[src/hw/nrl_pkg.sv]
// nrl_pkg: shared constants of the network route and unit address lookup.
// assumes a 32-bit register port with byte addresses on aligned words.
package nrl_pkg;

  // table sizes and entry widths
  localparam int LOC_DEPTH     = 16;
  localparam int RLY_DEPTH     = 20;
  localparam int LOC_W         = 13;
  localparam int RLY_W         = 29;
  localparam int NET_W         = 7;
  localparam int UNIT_W        = 4;

  // local entry layout: valid, small link, bus unit number, network
  localparam int LOC_NET_LSB   = 0;
  localparam int LOC_UNIT_LSB  = 7;
  localparam int LOC_SMALL_BIT = 11;
  localparam int LOC_VALID_BIT = 12;

  // relay entry layout: valid, station name label, relay node, relay net, dest
  localparam int RLY_DEST_LSB  = 0;
  localparam int RLY_RNET_LSB  = 7;
  localparam int RLY_NODE_LSB  = 14;
  localparam int RLY_NAME_LSB  = 21;
  localparam int RLY_VALID_BIT = 28;

  // register byte offsets
  localparam logic [7:0] ADR_CTRL     = 8'h00;
  localparam logic [7:0] ADR_STATUS   = 8'h04;
  localparam logic [7:0] ADR_MASK     = 8'h08;
  localparam logic [7:0] ADR_LOC_SEL  = 8'h0C;
  localparam logic [7:0] ADR_LOC_DATA = 8'h10;
  localparam logic [7:0] ADR_RLY_SEL  = 8'h14;
  localparam logic [7:0] ADR_RLY_DATA = 8'h18;
  localparam logic [7:0] ADR_INFO     = 8'h1C;

  localparam int CTRL_RESTART_BIT = 0;
  localparam int ST_FAIL_BIT      = 0;
  localparam int ST_TERR_BIT      = 1;
  localparam int ST_DONE_BIT      = 2;
  localparam int ST_W             = 3;
  localparam logic [2:0] STATUS_RST = 3'h0;
  localparam logic [2:0] MASK_RST   = 3'h0;
  localparam int INFO_LOC_LSB     = 0;
  localparam int INFO_RLY_LSB     = 8;

  // unit addresses and value limits
  localparam logic [7:0] UA_CPU      = 8'h00;
  localparam logic [7:0] UA_APP      = 8'h01;
  localparam logic [7:0] UA_BUS_BASE = 8'h10;
  localparam logic [7:0] UA_RIO_BASE = 8'h90;
  localparam logic [7:0] UA_RIO_LAST = 8'hCF;
  localparam logic [7:0] UA_CONN     = 8'hFE;
  localparam logic [6:0] NET_NONE    = 7'h00;
  localparam logic [6:0] NODE_NONE   = 7'h00;
  localparam logic [6:0] NODE_MAX    = 7'h7E;
  localparam logic [6:0] SMALL_NODE_MAX = 7'h3E;

  typedef enum logic [2:0] {
    KIND_NONE = 3'h0,
    KIND_CPU  = 3'h1,
    KIND_BUS  = 3'h2,
    KIND_CONN = 3'h3,
    KIND_RIO  = 3'h4,
    KIND_APP  = 3'h5
  } nrl_kind_t;

endpackage

[src/hw/nrl_table.sv]
// nrl_table: staged and active copies of one routing table.
// assumes the caller keeps wr_idx in range; commit copies stage to active.
`timescale 1ns/10ps
`default_nettype none
module nrl_table #(
  parameter int DEPTH = 16,
  parameter int WIDTH = 13,
  parameter int IW    = $clog2(DEPTH)
) (
  input  wire logic                   sys_clk,
  input  wire logic                   rst_n,
  input  wire logic                   wr_en,
  input  wire logic [IW-1:0]          wr_idx,
  input  wire logic [WIDTH-1:0]       wr_data,
  input  wire logic                   commit,
  input  wire logic                   rd_en,
  input  wire logic [IW-1:0]          rd_idx,
  output logic      [WIDTH-1:0]       rd_q,
  output logic      [DEPTH*WIDTH-1:0] act_flat
);

  logic [WIDTH-1:0] stage_r [DEPTH];
  logic [WIDTH-1:0] act_r   [DEPTH];

  always_ff @(posedge sys_clk or negedge rst_n) begin
    if (!rst_n) begin
      for (int i = 0; i < DEPTH; i++) stage_r[i] <= '0;
    end else if (wr_en) begin
      stage_r[wr_idx] <= wr_data;
    end
  end

  // the lookup only ever sees the active copy, so edits stay harmless until restart
  always_ff @(posedge sys_clk or negedge rst_n) begin
    if (!rst_n) begin
      for (int i = 0; i < DEPTH; i++) act_r[i] <= '0;
    end else if (commit) begin
      for (int i = 0; i < DEPTH; i++) act_r[i] <= stage_r[i];
    end
  end

  always_ff @(posedge sys_clk or negedge rst_n) begin
    if (!rst_n) begin
      rd_q <= '0;
    end else if (rd_en) begin
      rd_q <= (int'(rd_idx) < DEPTH) ? act_r[rd_idx] : '0;
    end
  end

  for (genvar g = 0; g < DEPTH; g++) begin : g_flat
    assign act_flat[g*WIDTH +: WIDTH] = act_r[g];
  end

endmodule
`default_nettype wire

[src/hw/nrl_unit_dec.sv]
// nrl_unit_dec: decodes a destination unit address into a target kind.
// assumes is_pc tells whether the destination node is a computer node.
`timescale 1ns/10ps
`default_nettype none
module nrl_unit_dec (
  input  wire logic [7:0] ua,
  input  wire logic       is_pc,
  output nrl_pkg::nrl_kind_t kind,
  output logic      [3:0] unit,
  output logic      [1:0] master
);

  logic [7:0] rio_off;

  always_comb begin
    rio_off = ua - nrl_pkg::UA_RIO_BASE;
    kind    = nrl_pkg::KIND_NONE;
    unit    = 4'h0;
    master  = 2'h0;
    if (ua == nrl_pkg::UA_CONN) begin
      kind = nrl_pkg::KIND_CONN;
    end else if (is_pc) begin
      if (ua == nrl_pkg::UA_APP) begin
        kind = nrl_pkg::KIND_APP;
      end else if (ua == nrl_pkg::UA_BUS_BASE) begin
        kind = nrl_pkg::KIND_BUS;
      end
    end else if (ua == nrl_pkg::UA_CPU) begin
      kind = nrl_pkg::KIND_CPU;
    end else if (ua[7:4] == nrl_pkg::UA_BUS_BASE[7:4]) begin
      kind = nrl_pkg::KIND_BUS;
      unit = ua[3:0];
    end else if (ua >= nrl_pkg::UA_RIO_BASE && ua <= nrl_pkg::UA_RIO_LAST) begin
      // slaves of all four groups 0..3 have addresses 90..CF here; bits 5:4 of the offset pick the group
      kind   = nrl_pkg::KIND_RIO;
      unit   = ua[3:0];
      master = rio_off[5:4];
    end
  end

endmodule
`default_nettype wire

[src/hw/nrl_router.sv]
// nrl_router: route lookup for command messages with software-set tables.
// assumes one synchronous clock; requests are one-cycle pulses, never stalled.
//
// Chosen here: the register offsets and the address-and-strobe port.
`timescale 1ns/10ps
`default_nettype none
module nrl_router (
  input  wire logic        sys_clk,
  input  wire logic        rst_n,
  input  wire logic [7:0]  reg_addr,
  input  wire logic [31:0] reg_wdata,
  input  wire logic        reg_wr,
  input  wire logic        reg_rd,
  output logic      [31:0] reg_rdata,
  output logic             irq,
  input  wire logic        req_valid,
  input  wire logic        req_by_name,
  input  wire logic [6:0]  req_name,
  input  wire logic [6:0]  req_dst_net,
  input  wire logic [6:0]  req_dst_node,
  input  wire logic [7:0]  req_unit_addr,
  input  wire logic        req_dst_pc,
  output logic             rsp_valid,
  output logic             rsp_ok,
  output logic      [2:0]  rsp_kind,
  output logic             rsp_local,
  output logic      [3:0]  rsp_out_unit,
  output logic      [6:0]  rsp_next_net,
  output logic      [6:0]  rsp_next_node,
  output logic      [3:0]  rsp_dst_unit,
  output logic      [1:0]  rsp_master
);

  localparam int LD  = nrl_pkg::LOC_DEPTH;
  localparam int RD  = nrl_pkg::RLY_DEPTH;
  localparam int LW  = nrl_pkg::LOC_W;
  localparam int RW  = nrl_pkg::RLY_W;
  localparam int LIW = $clog2(LD);
  localparam int RIW = $clog2(RD);

  logic [2:0]       status_r;
  logic [2:0]       mask_r;
  logic [LIW-1:0]   loc_sel_r;
  logic [RIW-1:0]   rly_sel_r;
  logic [31:0]      rdata_r;
  logic [31:0]      rdata_nxt;
  logic             rd_loc_r;
  logic             rd_rly_r;
  logic [LW-1:0]    loc_q;
  logic [RW-1:0]    rly_q;
  logic [LD*LW-1:0] loc_act;
  logic [RD*RW-1:0] rly_act;

  logic wr_ctrl;
  logic wr_loc;
  logic wr_rly;
  logic commit;
  logic loc_bad;
  logic rly_bad;
  logic [2:0] ev;
  logic [2:0] clr;

  // register port decode
  assign wr_ctrl = reg_wr && (reg_addr == nrl_pkg::ADR_CTRL);
  assign wr_loc  = reg_wr && (reg_addr == nrl_pkg::ADR_LOC_DATA);
  assign wr_rly  = reg_wr && (reg_addr == nrl_pkg::ADR_RLY_DATA);
  assign commit  = wr_ctrl && reg_wdata[nrl_pkg::CTRL_RESTART_BIT];

  // a valid local entry needs a nonzero net; the 4-bit unit field cannot leave 0..15
  assign loc_bad = reg_wdata[nrl_pkg::LOC_VALID_BIT] &&
                   (reg_wdata[nrl_pkg::LOC_NET_LSB +: 7] == nrl_pkg::NET_NONE);

  // relay node range is the wide one here; the small-link bound needs the local table
  assign rly_bad = (int'(rly_sel_r) >= RD) ||
                   (reg_wdata[nrl_pkg::RLY_VALID_BIT] &&
                    ((reg_wdata[nrl_pkg::RLY_DEST_LSB +: 7] == nrl_pkg::NET_NONE) ||
                     (reg_wdata[nrl_pkg::RLY_RNET_LSB +: 7] == nrl_pkg::NET_NONE) ||
                     (reg_wdata[nrl_pkg::RLY_NODE_LSB +: 7] == nrl_pkg::NODE_NONE) ||
                     (reg_wdata[nrl_pkg::RLY_NODE_LSB +: 7] > nrl_pkg::NODE_MAX)));

  nrl_table #(.DEPTH(LD), .WIDTH(LW)) u_loc (
    .sys_clk  (sys_clk),
    .rst_n    (rst_n),
    .wr_en    (wr_loc && !loc_bad),
    .wr_idx   (loc_sel_r),
    .wr_data  (reg_wdata[LW-1:0]),
    .commit   (commit),
    .rd_en    (reg_rd && (reg_addr == nrl_pkg::ADR_LOC_DATA)),
    .rd_idx   (loc_sel_r),
    .rd_q     (loc_q),
    .act_flat (loc_act)
  );

  nrl_table #(.DEPTH(RD), .WIDTH(RW)) u_rly (
    .sys_clk  (sys_clk),
    .rst_n    (rst_n),
    .wr_en    (wr_rly && !rly_bad),
    .wr_idx   (rly_sel_r),
    .wr_data  (reg_wdata[RW-1:0]),
    .commit   (commit),
    .rd_en    (reg_rd && (reg_addr == nrl_pkg::ADR_RLY_DATA)),
    .rd_idx   (rly_sel_r),
    .rd_q     (rly_q),
    .act_flat (rly_act)
  );

  // lookup over the active tables
  logic       name_hit;
  logic [6:0] name_net;
  logic [6:0] name_node;
  logic [6:0] dnet;
  logic [6:0] dnode;
  logic       loc_hit;
  logic [3:0] loc_unit;
  logic       rly_hit;
  logic [6:0] rly_net;
  logic [6:0] rly_node;
  logic       via_hit;
  logic [3:0] via_unit;
  logic       via_small;
  logic [4:0] loc_cnt;
  logic [4:0] rly_cnt;

  always_comb begin
    name_hit  = 1'b0;
    name_net  = nrl_pkg::NET_NONE;
    name_node = nrl_pkg::NODE_NONE;
    rly_hit   = 1'b0;
    rly_net   = nrl_pkg::NET_NONE;
    rly_node  = nrl_pkg::NODE_NONE;
    rly_cnt   = 5'h00;
    for (int j = 0; j < RD; j++) begin
      if (rly_act[j*RW + nrl_pkg::RLY_VALID_BIT]) begin
        rly_cnt = rly_cnt + 5'h01;
        // a label of zero means the node has no station name
        if (!name_hit && rly_act[j*RW + nrl_pkg::RLY_NAME_LSB +: 7] != 7'h00 &&
            rly_act[j*RW + nrl_pkg::RLY_NAME_LSB +: 7] == req_name) begin
          name_hit  = 1'b1;
          name_net  = rly_act[j*RW + nrl_pkg::RLY_DEST_LSB +: 7];
          name_node = rly_act[j*RW + nrl_pkg::RLY_NODE_LSB +: 7];
        end
      end
    end
    dnet  = req_by_name ? name_net  : req_dst_net;
    dnode = req_by_name ? name_node : req_dst_node;
    for (int j = 0; j < RD; j++) begin
      if (!rly_hit && rly_act[j*RW + nrl_pkg::RLY_VALID_BIT] &&
          rly_act[j*RW + nrl_pkg::RLY_DEST_LSB +: 7] == dnet) begin
        rly_hit  = 1'b1;
        rly_net  = rly_act[j*RW + nrl_pkg::RLY_RNET_LSB +: 7];
        rly_node = rly_act[j*RW + nrl_pkg::RLY_NODE_LSB +: 7];
      end
    end
    loc_hit   = 1'b0;
    loc_unit  = 4'h0;
    via_hit   = 1'b0;
    via_unit  = 4'h0;
    via_small = 1'b0;
    loc_cnt   = 5'h00;
    for (int i = 0; i < LD; i++) begin
      if (loc_act[i*LW + nrl_pkg::LOC_VALID_BIT]) begin
        loc_cnt = loc_cnt + 5'h01;
        if (!loc_hit && loc_act[i*LW + nrl_pkg::LOC_NET_LSB +: 7] == dnet) begin
          loc_hit  = 1'b1;
          loc_unit = loc_act[i*LW + nrl_pkg::LOC_UNIT_LSB +: 4];
        end
        if (!via_hit && loc_act[i*LW + nrl_pkg::LOC_NET_LSB +: 7] == rly_net) begin
          via_hit   = 1'b1;
          via_unit  = loc_act[i*LW + nrl_pkg::LOC_UNIT_LSB +: 4];
          via_small = loc_act[i*LW + nrl_pkg::LOC_SMALL_BIT];
        end
      end
    end
  end

  nrl_pkg::nrl_kind_t dec_kind;
  logic [3:0]         dec_unit;
  logic [1:0]         dec_master;

  nrl_unit_dec u_dec (
    .ua     (req_unit_addr),
    .is_pc  (req_dst_pc),
    .kind   (dec_kind),
    .unit   (dec_unit),
    .master (dec_master)
  );

  logic       ok;
  logic       conflict;
  logic       is_local;
  logic [3:0] out_unit;
  logic [6:0] next_net;
  logic [6:0] next_node;

  // priority: own node, attached network, relay path; anything else fails
  always_comb begin
    ok        = 1'b0;
    conflict  = 1'b0;
    is_local  = 1'b0;
    out_unit  = 4'h0;
    next_net  = dnet;
    next_node = dnode;
    if (req_by_name && !name_hit) begin
      ok = 1'b0;
    end else if (dnet == nrl_pkg::NET_NONE) begin
      // own node, including remote io slaves that carry no net address
      is_local = 1'b1;
      ok       = 1'b1;
    end else if (loc_hit) begin
      ok       = 1'b1;
      out_unit = loc_unit;
    end else if (rly_hit) begin
      if (via_hit && !(via_small && rly_node > nrl_pkg::SMALL_NODE_MAX)) begin
        ok        = 1'b1;
        out_unit  = via_unit;
        next_net  = rly_net;
        next_node = rly_node;
      end else begin
        conflict = 1'b1;
      end
    end
    if (dec_kind == nrl_pkg::KIND_NONE) begin
      ok = 1'b0;
    end
  end

  // responses one cycle after the request
  always_ff @(posedge sys_clk or negedge rst_n) begin
    if (!rst_n) begin
      rsp_valid     <= 1'b0;
      rsp_ok        <= 1'b0;
      rsp_kind      <= 3'h0;
      rsp_local     <= 1'b0;
      rsp_out_unit  <= 4'h0;
      rsp_next_net  <= 7'h00;
      rsp_next_node <= 7'h00;
      rsp_dst_unit  <= 4'h0;
      rsp_master    <= 2'h0;
    end else begin
      rsp_valid <= req_valid;
      if (req_valid) begin
        rsp_ok        <= ok;
        rsp_kind      <= dec_kind;
        rsp_local     <= is_local;
        rsp_out_unit  <= out_unit;
        rsp_next_net  <= next_net;
        rsp_next_node <= next_node;
        rsp_dst_unit  <= dec_unit;
        rsp_master    <= dec_master;
      end
    end
  end

  // sticky events; a new event beats a write-one-to-clear in the same cycle
  always_comb begin
    ev = 3'h0;
    ev[nrl_pkg::ST_FAIL_BIT] = req_valid && !ok;
    ev[nrl_pkg::ST_TERR_BIT] = (req_valid && conflict) || (wr_loc && loc_bad) ||
                               (wr_rly && rly_bad);
    ev[nrl_pkg::ST_DONE_BIT] = commit;
    clr = (reg_wr && reg_addr == nrl_pkg::ADR_STATUS) ? reg_wdata[2:0] : 3'h0;
  end

  always_ff @(posedge sys_clk or negedge rst_n) begin
    if (!rst_n) begin
      status_r <= nrl_pkg::STATUS_RST;
    end else begin
      status_r <= (status_r & ~clr) | ev;
    end
  end

  always_ff @(posedge sys_clk or negedge rst_n) begin
    if (!rst_n) begin
      mask_r    <= nrl_pkg::MASK_RST;
      loc_sel_r <= '0;
      rly_sel_r <= '0;
    end else if (reg_wr) begin
      if (reg_addr == nrl_pkg::ADR_MASK) mask_r <= reg_wdata[2:0];
      if (reg_addr == nrl_pkg::ADR_LOC_SEL) loc_sel_r <= reg_wdata[LIW-1:0];
      if (reg_addr == nrl_pkg::ADR_RLY_SEL) rly_sel_r <= reg_wdata[RIW-1:0];
    end
  end

  assign irq = |(status_r & mask_r);

  always_comb begin
    rdata_nxt = 32'h0000_0000;
    unique case (reg_addr)
      nrl_pkg::ADR_STATUS:  rdata_nxt[2:0] = status_r;
      nrl_pkg::ADR_MASK:    rdata_nxt[2:0] = mask_r;
      nrl_pkg::ADR_LOC_SEL: rdata_nxt[LIW-1:0] = loc_sel_r;
      nrl_pkg::ADR_RLY_SEL: rdata_nxt[RIW-1:0] = rly_sel_r;
      nrl_pkg::ADR_INFO: begin
        rdata_nxt[nrl_pkg::INFO_LOC_LSB +: 5] = loc_cnt;
        rdata_nxt[nrl_pkg::INFO_RLY_LSB +: 5] = rly_cnt;
      end
      default: rdata_nxt = 32'h0000_0000;
    endcase
  end

  // read data exist only in the cycle after the strobe, zero otherwise
  always_ff @(posedge sys_clk or negedge rst_n) begin
    if (!rst_n) begin
      rdata_r  <= 32'h0000_0000;
      rd_loc_r <= 1'b0;
      rd_rly_r <= 1'b0;
    end else begin
      rdata_r  <= reg_rd ? rdata_nxt : 32'h0000_0000;
      rd_loc_r <= reg_rd && (reg_addr == nrl_pkg::ADR_LOC_DATA);
      rd_rly_r <= reg_rd && (reg_addr == nrl_pkg::ADR_RLY_DATA);
    end
  end

  assign reg_rdata = rd_loc_r ? {{(32-LW){1'b0}}, loc_q} :
                     rd_rly_r ? {{(32-RW){1'b0}}, rly_q} : rdata_r;
endmodule
`default_nettype wire

[config.mk]
export PLATFORM = sky130hd
export DESIGN_NAME = nrl_router
export DESIGN_NICKNAME = d
export VERILOG_FILES = /design/src/hw/nrl_pkg.sv /design/src/hw/nrl_table.sv /design/src/hw/nrl_unit_dec.sv /design/src/hw/nrl_router.sv
export SDC_FILE = /design/constraint.sdc
export NUM_CORES = 2
export LEC_CHECK = 0
export BUFFER_PORTS_ARGS = -buffer_cell sky130_fd_sc_hd__buf_2
export CORE_ASPECT_RATIO = 1.75
export CORE_MARGIN = 2
export CORE_UTILIZATION = 45
export CTS_CLUSTER_DIAMETER = 40
export DETAILED_ROUTE_END_ITERATION = 6
export PLACE_DENSITY = 0.66
export SLEW_MARGIN = 20
export SYNTH_ARGS = -nofsm -noshare
export SYNTH_HDL_FRONTEND = slang
export SYNTH_SLANG_ARGS = --single-unit
[constraint.sdc]
create_clock -name sys_clk -period 23.9 [get_ports sys_clk]
set_input_delay 1.195 -clock sys_clk [delete_from_list [all_inputs] [get_ports sys_clk]]
set_output_delay 1.195 -clock sys_clk [all_outputs]
set_load 0.01 [all_outputs]
==> flow_metrics.py <==
metrics = {
    "layout": {
        "final_nets": 7582,
        "fillers": 17278,
        "fin_cells": 10255,
        "synthToLayoutAreaGrowth_pct": 11.1,
        "mostFrequentLayoutCells": "dfrtp_1, mux2_2, nand2_1",
        "drive_above_1_share_pct": 34.4,
        "layout_commonest_cell": "dfrtp_1",
    },
    "floorplanning": {
        "start_util_pct": 45.2,
        "dieArea_um2": 202000,
        "core_um2": 198000,
        "io_pins": 139,
        "rows": 216,
        "die_w_um": 341,
        "fp.dieH_um": 593,
    },
    "placement": {
        "place.detailed.instances": 9898,
        "dp_hpwl_um": 251000,
        "place_congestion": 1.05,
        "pre_cts_ws_ns": 9.68,
        "portBuffers": 132,
    },
    "worst_hold_path": {
        "hp-class": "input pin to async pin",
    },
    "synth": {
        "yosysTopAreaCell": "dfrtp_1",
        "synth_edf_count": 0,
        "synthArstFlopShare_pct": 100,
        "yosys-top-cells-area": "dfrtp_1, mux2_2, mux4_2, xor2_1, xnor2_1",
        "synth_seq_cells": 1675,
        "yosys_warnings": 0,
        "synthFlopType": "dfrtp_1",
        "syn_avg_cell_area_um2": 11.9,
        "yosysUniqueCellTypes": 123,
        "postSynthCellCount": 7509,
        "seq_area_frac_synth_pct": 47.0,
        "synth_top_area_share_pct": 47.0,
        "syn_area_um2": 89300,
    },
    "cts": {
        "clk_path_buf_depth": 4,
        "cts_root_buffer": "clkbuf_16",
        "cts_tree": "done",
        "ctsHoldBuffers": 0,
        "clk_pin_slew_worst_paths_ns": 0.06,
        "numCtsBuffers": 182,
        "insertion_delay_ns": 0.87,
        "cts.sinks": 1675,
        "htreeDepth": 4,
        "cts_resized": 0,
        "cts_setup_buffers": 0,
    },
    "worst_setup_path": {
        "worst-path-buf-inv": 6,
        "cp_data_arrival_time_ns": 14.44,
        "critical_path_required_ns": 24.63,
        "crit_top_cell": "buf_4",
        "criticalPathCategory": "input pin to register",
        "path_delay_family": "compound AO/OA/AOI/OAI gates",
        "max_stage_delay_ns": 1.00,
        "cp-startpoint": "req_name[6]",
        "rr_startpoint": "u_rly.act_flat[26]",
        "cp_max_fo": 31,
        "crit_path_top_delay_cell": "nand4_1",
        "endpoint_kind": "register",
        "cp-start-kind": "input pin",
    },
    "run_status": {
        "violations": "DRC",
        "outcome": "complete, but fails checks",
    },
    "timing": {
        "hold_slack_ns": 0.355,
        "drv_slew": 0,
        "maxSlewHeadroom_pct": 16.4,
        "final_hold_viol_count": 0,
        "tightestPinTransition_ns": 1.25,
        "fin_crit_ns": 13.71,
        "setup-tns-final_ns": 0,
        "finClkSkew_ns": 0.0486,
        "rsz0062_at_grt": "no",
        "fin_crit_sh_pct": 57.4,
        "setup_slack_ns": 10.19,
        "finalSetupViolations": 0,
        "max_freq_ghz": 0.0729,
    },
    "global_route": {
        "overflow": 0,
        "grt_max_degree": 191,
        "grt_pass1_vias": 68551,
        "grt_util_all_layers_pct": 34.8,
        "grt_pass1_wl_um": 503000,
        "antenna_found_initial": 42,
    },
    "route": {
        "viasPerCell": 6.65,
        "drt_iter0_drc": 6993,
        "ant_nets": 0,
        "routed-via-count": 68240,
        "first_pass_iters": 7,
        "drcViolationCount": 5,
        "wl_per_cell_um": 34.7,
        "drt-total-wl_um": 355000,
    },
    "power": {
        "p_leak_nw": 46.0,
        "powerDensity_nw_per_um2": 62.5,
        "p_int_mw": 4.61,
        "p_seq_share_pct": 46.4,
        "swShare_pct": 25.6,
        "ir_drop_uv": 48.9,
        "p_switching_mw": 1.59,
        "p_comb_share_pct": 6.6,
        "power.share.clock_pct": 47.0,
    },
    "run": {
        "cap_viol_max_count": 0,
    },
}
-- area by class of cell --
| cell class | count | area [um2] | share of cell area (%) |
|---|---|---|---|
| clock buffer | 225 | 4960 | 5.00 |
| multi-input combinational | 5150 | 44900 | 45.3 |
| sequential | 1675 | 41900 | 42.3 |
| antenna | 25 | 62.6 | 0.0631 |
| inverter | 108 | 405 | 0.409 |
| timing repair buffer | 351 | 2450 | 2.48 |
| clock inverter | 105 | 1170 | 1.18 |
| tap | 2616 | 3270 | 3.30 |
-- flip-flops by register name (all words and copies together) (netlist names), 5 cells and up --
name,cells
rdata_r,10
rly_sel_r,5
rsp_next_net,7
rsp_next_node,7
u_loc.act_flat,208
u_loc.rd_q,13
u_loc.stage_r,208
u_rly.act_flat,580
u_rly.rd_q,29
u_rly.stage_r,580
-- through the flow --
stage | util [%] | area [um2] | total power [mW]
CTS | 50.1 | 99000 | 6.22
detailed placement | 47.0 | 92900 | 3.32
floorplan | - | 89300 | 3.12
global route | 50.2 | 99100 | 6.36
finish | 50.2 | 99200 | 6.20
global placement | 47.0 | 92900 | 3.31
-- layer usage --
metal / vias to the layer above / global-route usage [%] / wire length, um
met5: - / 0 / 200
met3: 1552 / 7.89 / 26300
li1: 27821 / - / -
met2: 3857 / 57.9 / 171000
met1: 34978 / 35.8 / 116000
met4: 32 / 33.6 / 41600
-- power by group through the flow --
stage	combinational [mW]	sequential [mW]	clock [mW]
final	0.408	2.87	2.91
after global routing	0.433	2.87	3.05
after CTS	0.401	2.87	2.95
after detailed placement	0.399	2.92	0
after global placement	0.390	2.92	0
after floorplan	0.210	2.91	0
-- cell families (layout without fill, tap and decap cells) --
logic type | after synthesis | in the layout | synth area share [%]
xor+xnor | 439 | 439 | 4.31
flops | 1675 | 1675 | 47.0
mux | 1841 | 1841 | 25.8
fa+ha+maj | 38 | 38 | 0.533
other cells | 1 | 28 | 0.00420
buf+inv | 686 | 789 | 3.24
simple gates | 1563 | 1563 | 8.96
compound gates | 1266 | 1266 | 10.2
-- worst paths after layout --
path / end / slack, ns / cells past startpoint
max in group asynchronous: u_rly.act_flat[336] / 18.90 / 6
max reg2reg: rsp_next_node[0] / 10.32 / 30
min reg2reg: u_loc.act_flat[176] / 0.48 / 2
min in group sys_clk: u_loc.act_flat[176] / 0.48 / 2
min: u_rly.stage_r[25] / 0.36 / 1
max: rsp_next_node[0] / 10.19 / 31
-- synthesized netlist by cell type (all sizes together) (23+ instances only) --
library cell / number
dfrtp: 1675
mux2: 1570
nand2: 433
clkbuf: 380
nor2: 350
o21ai: 284
xor2: 220
xnor2: 219
mux4: 210
buf: 198
a21oi: 148
nand3: 143
a22oi: 123
nor3: 123
inv: 107
nand4: 96
nor4: 82
mux2i: 61
o211ai: 61
a221oi: 57
a211oi: 56
a31oi: 54
and3: 54
o22ai: 51
nand2b: 46
o22a: 46
and2: 45
ha: 38
or3: 36
a32oi: 35
o2111ai: 33
or4: 31
o21a: 30
a211o: 28
a21o: 26
and4: 23
(Power assumes the default switching activity.)
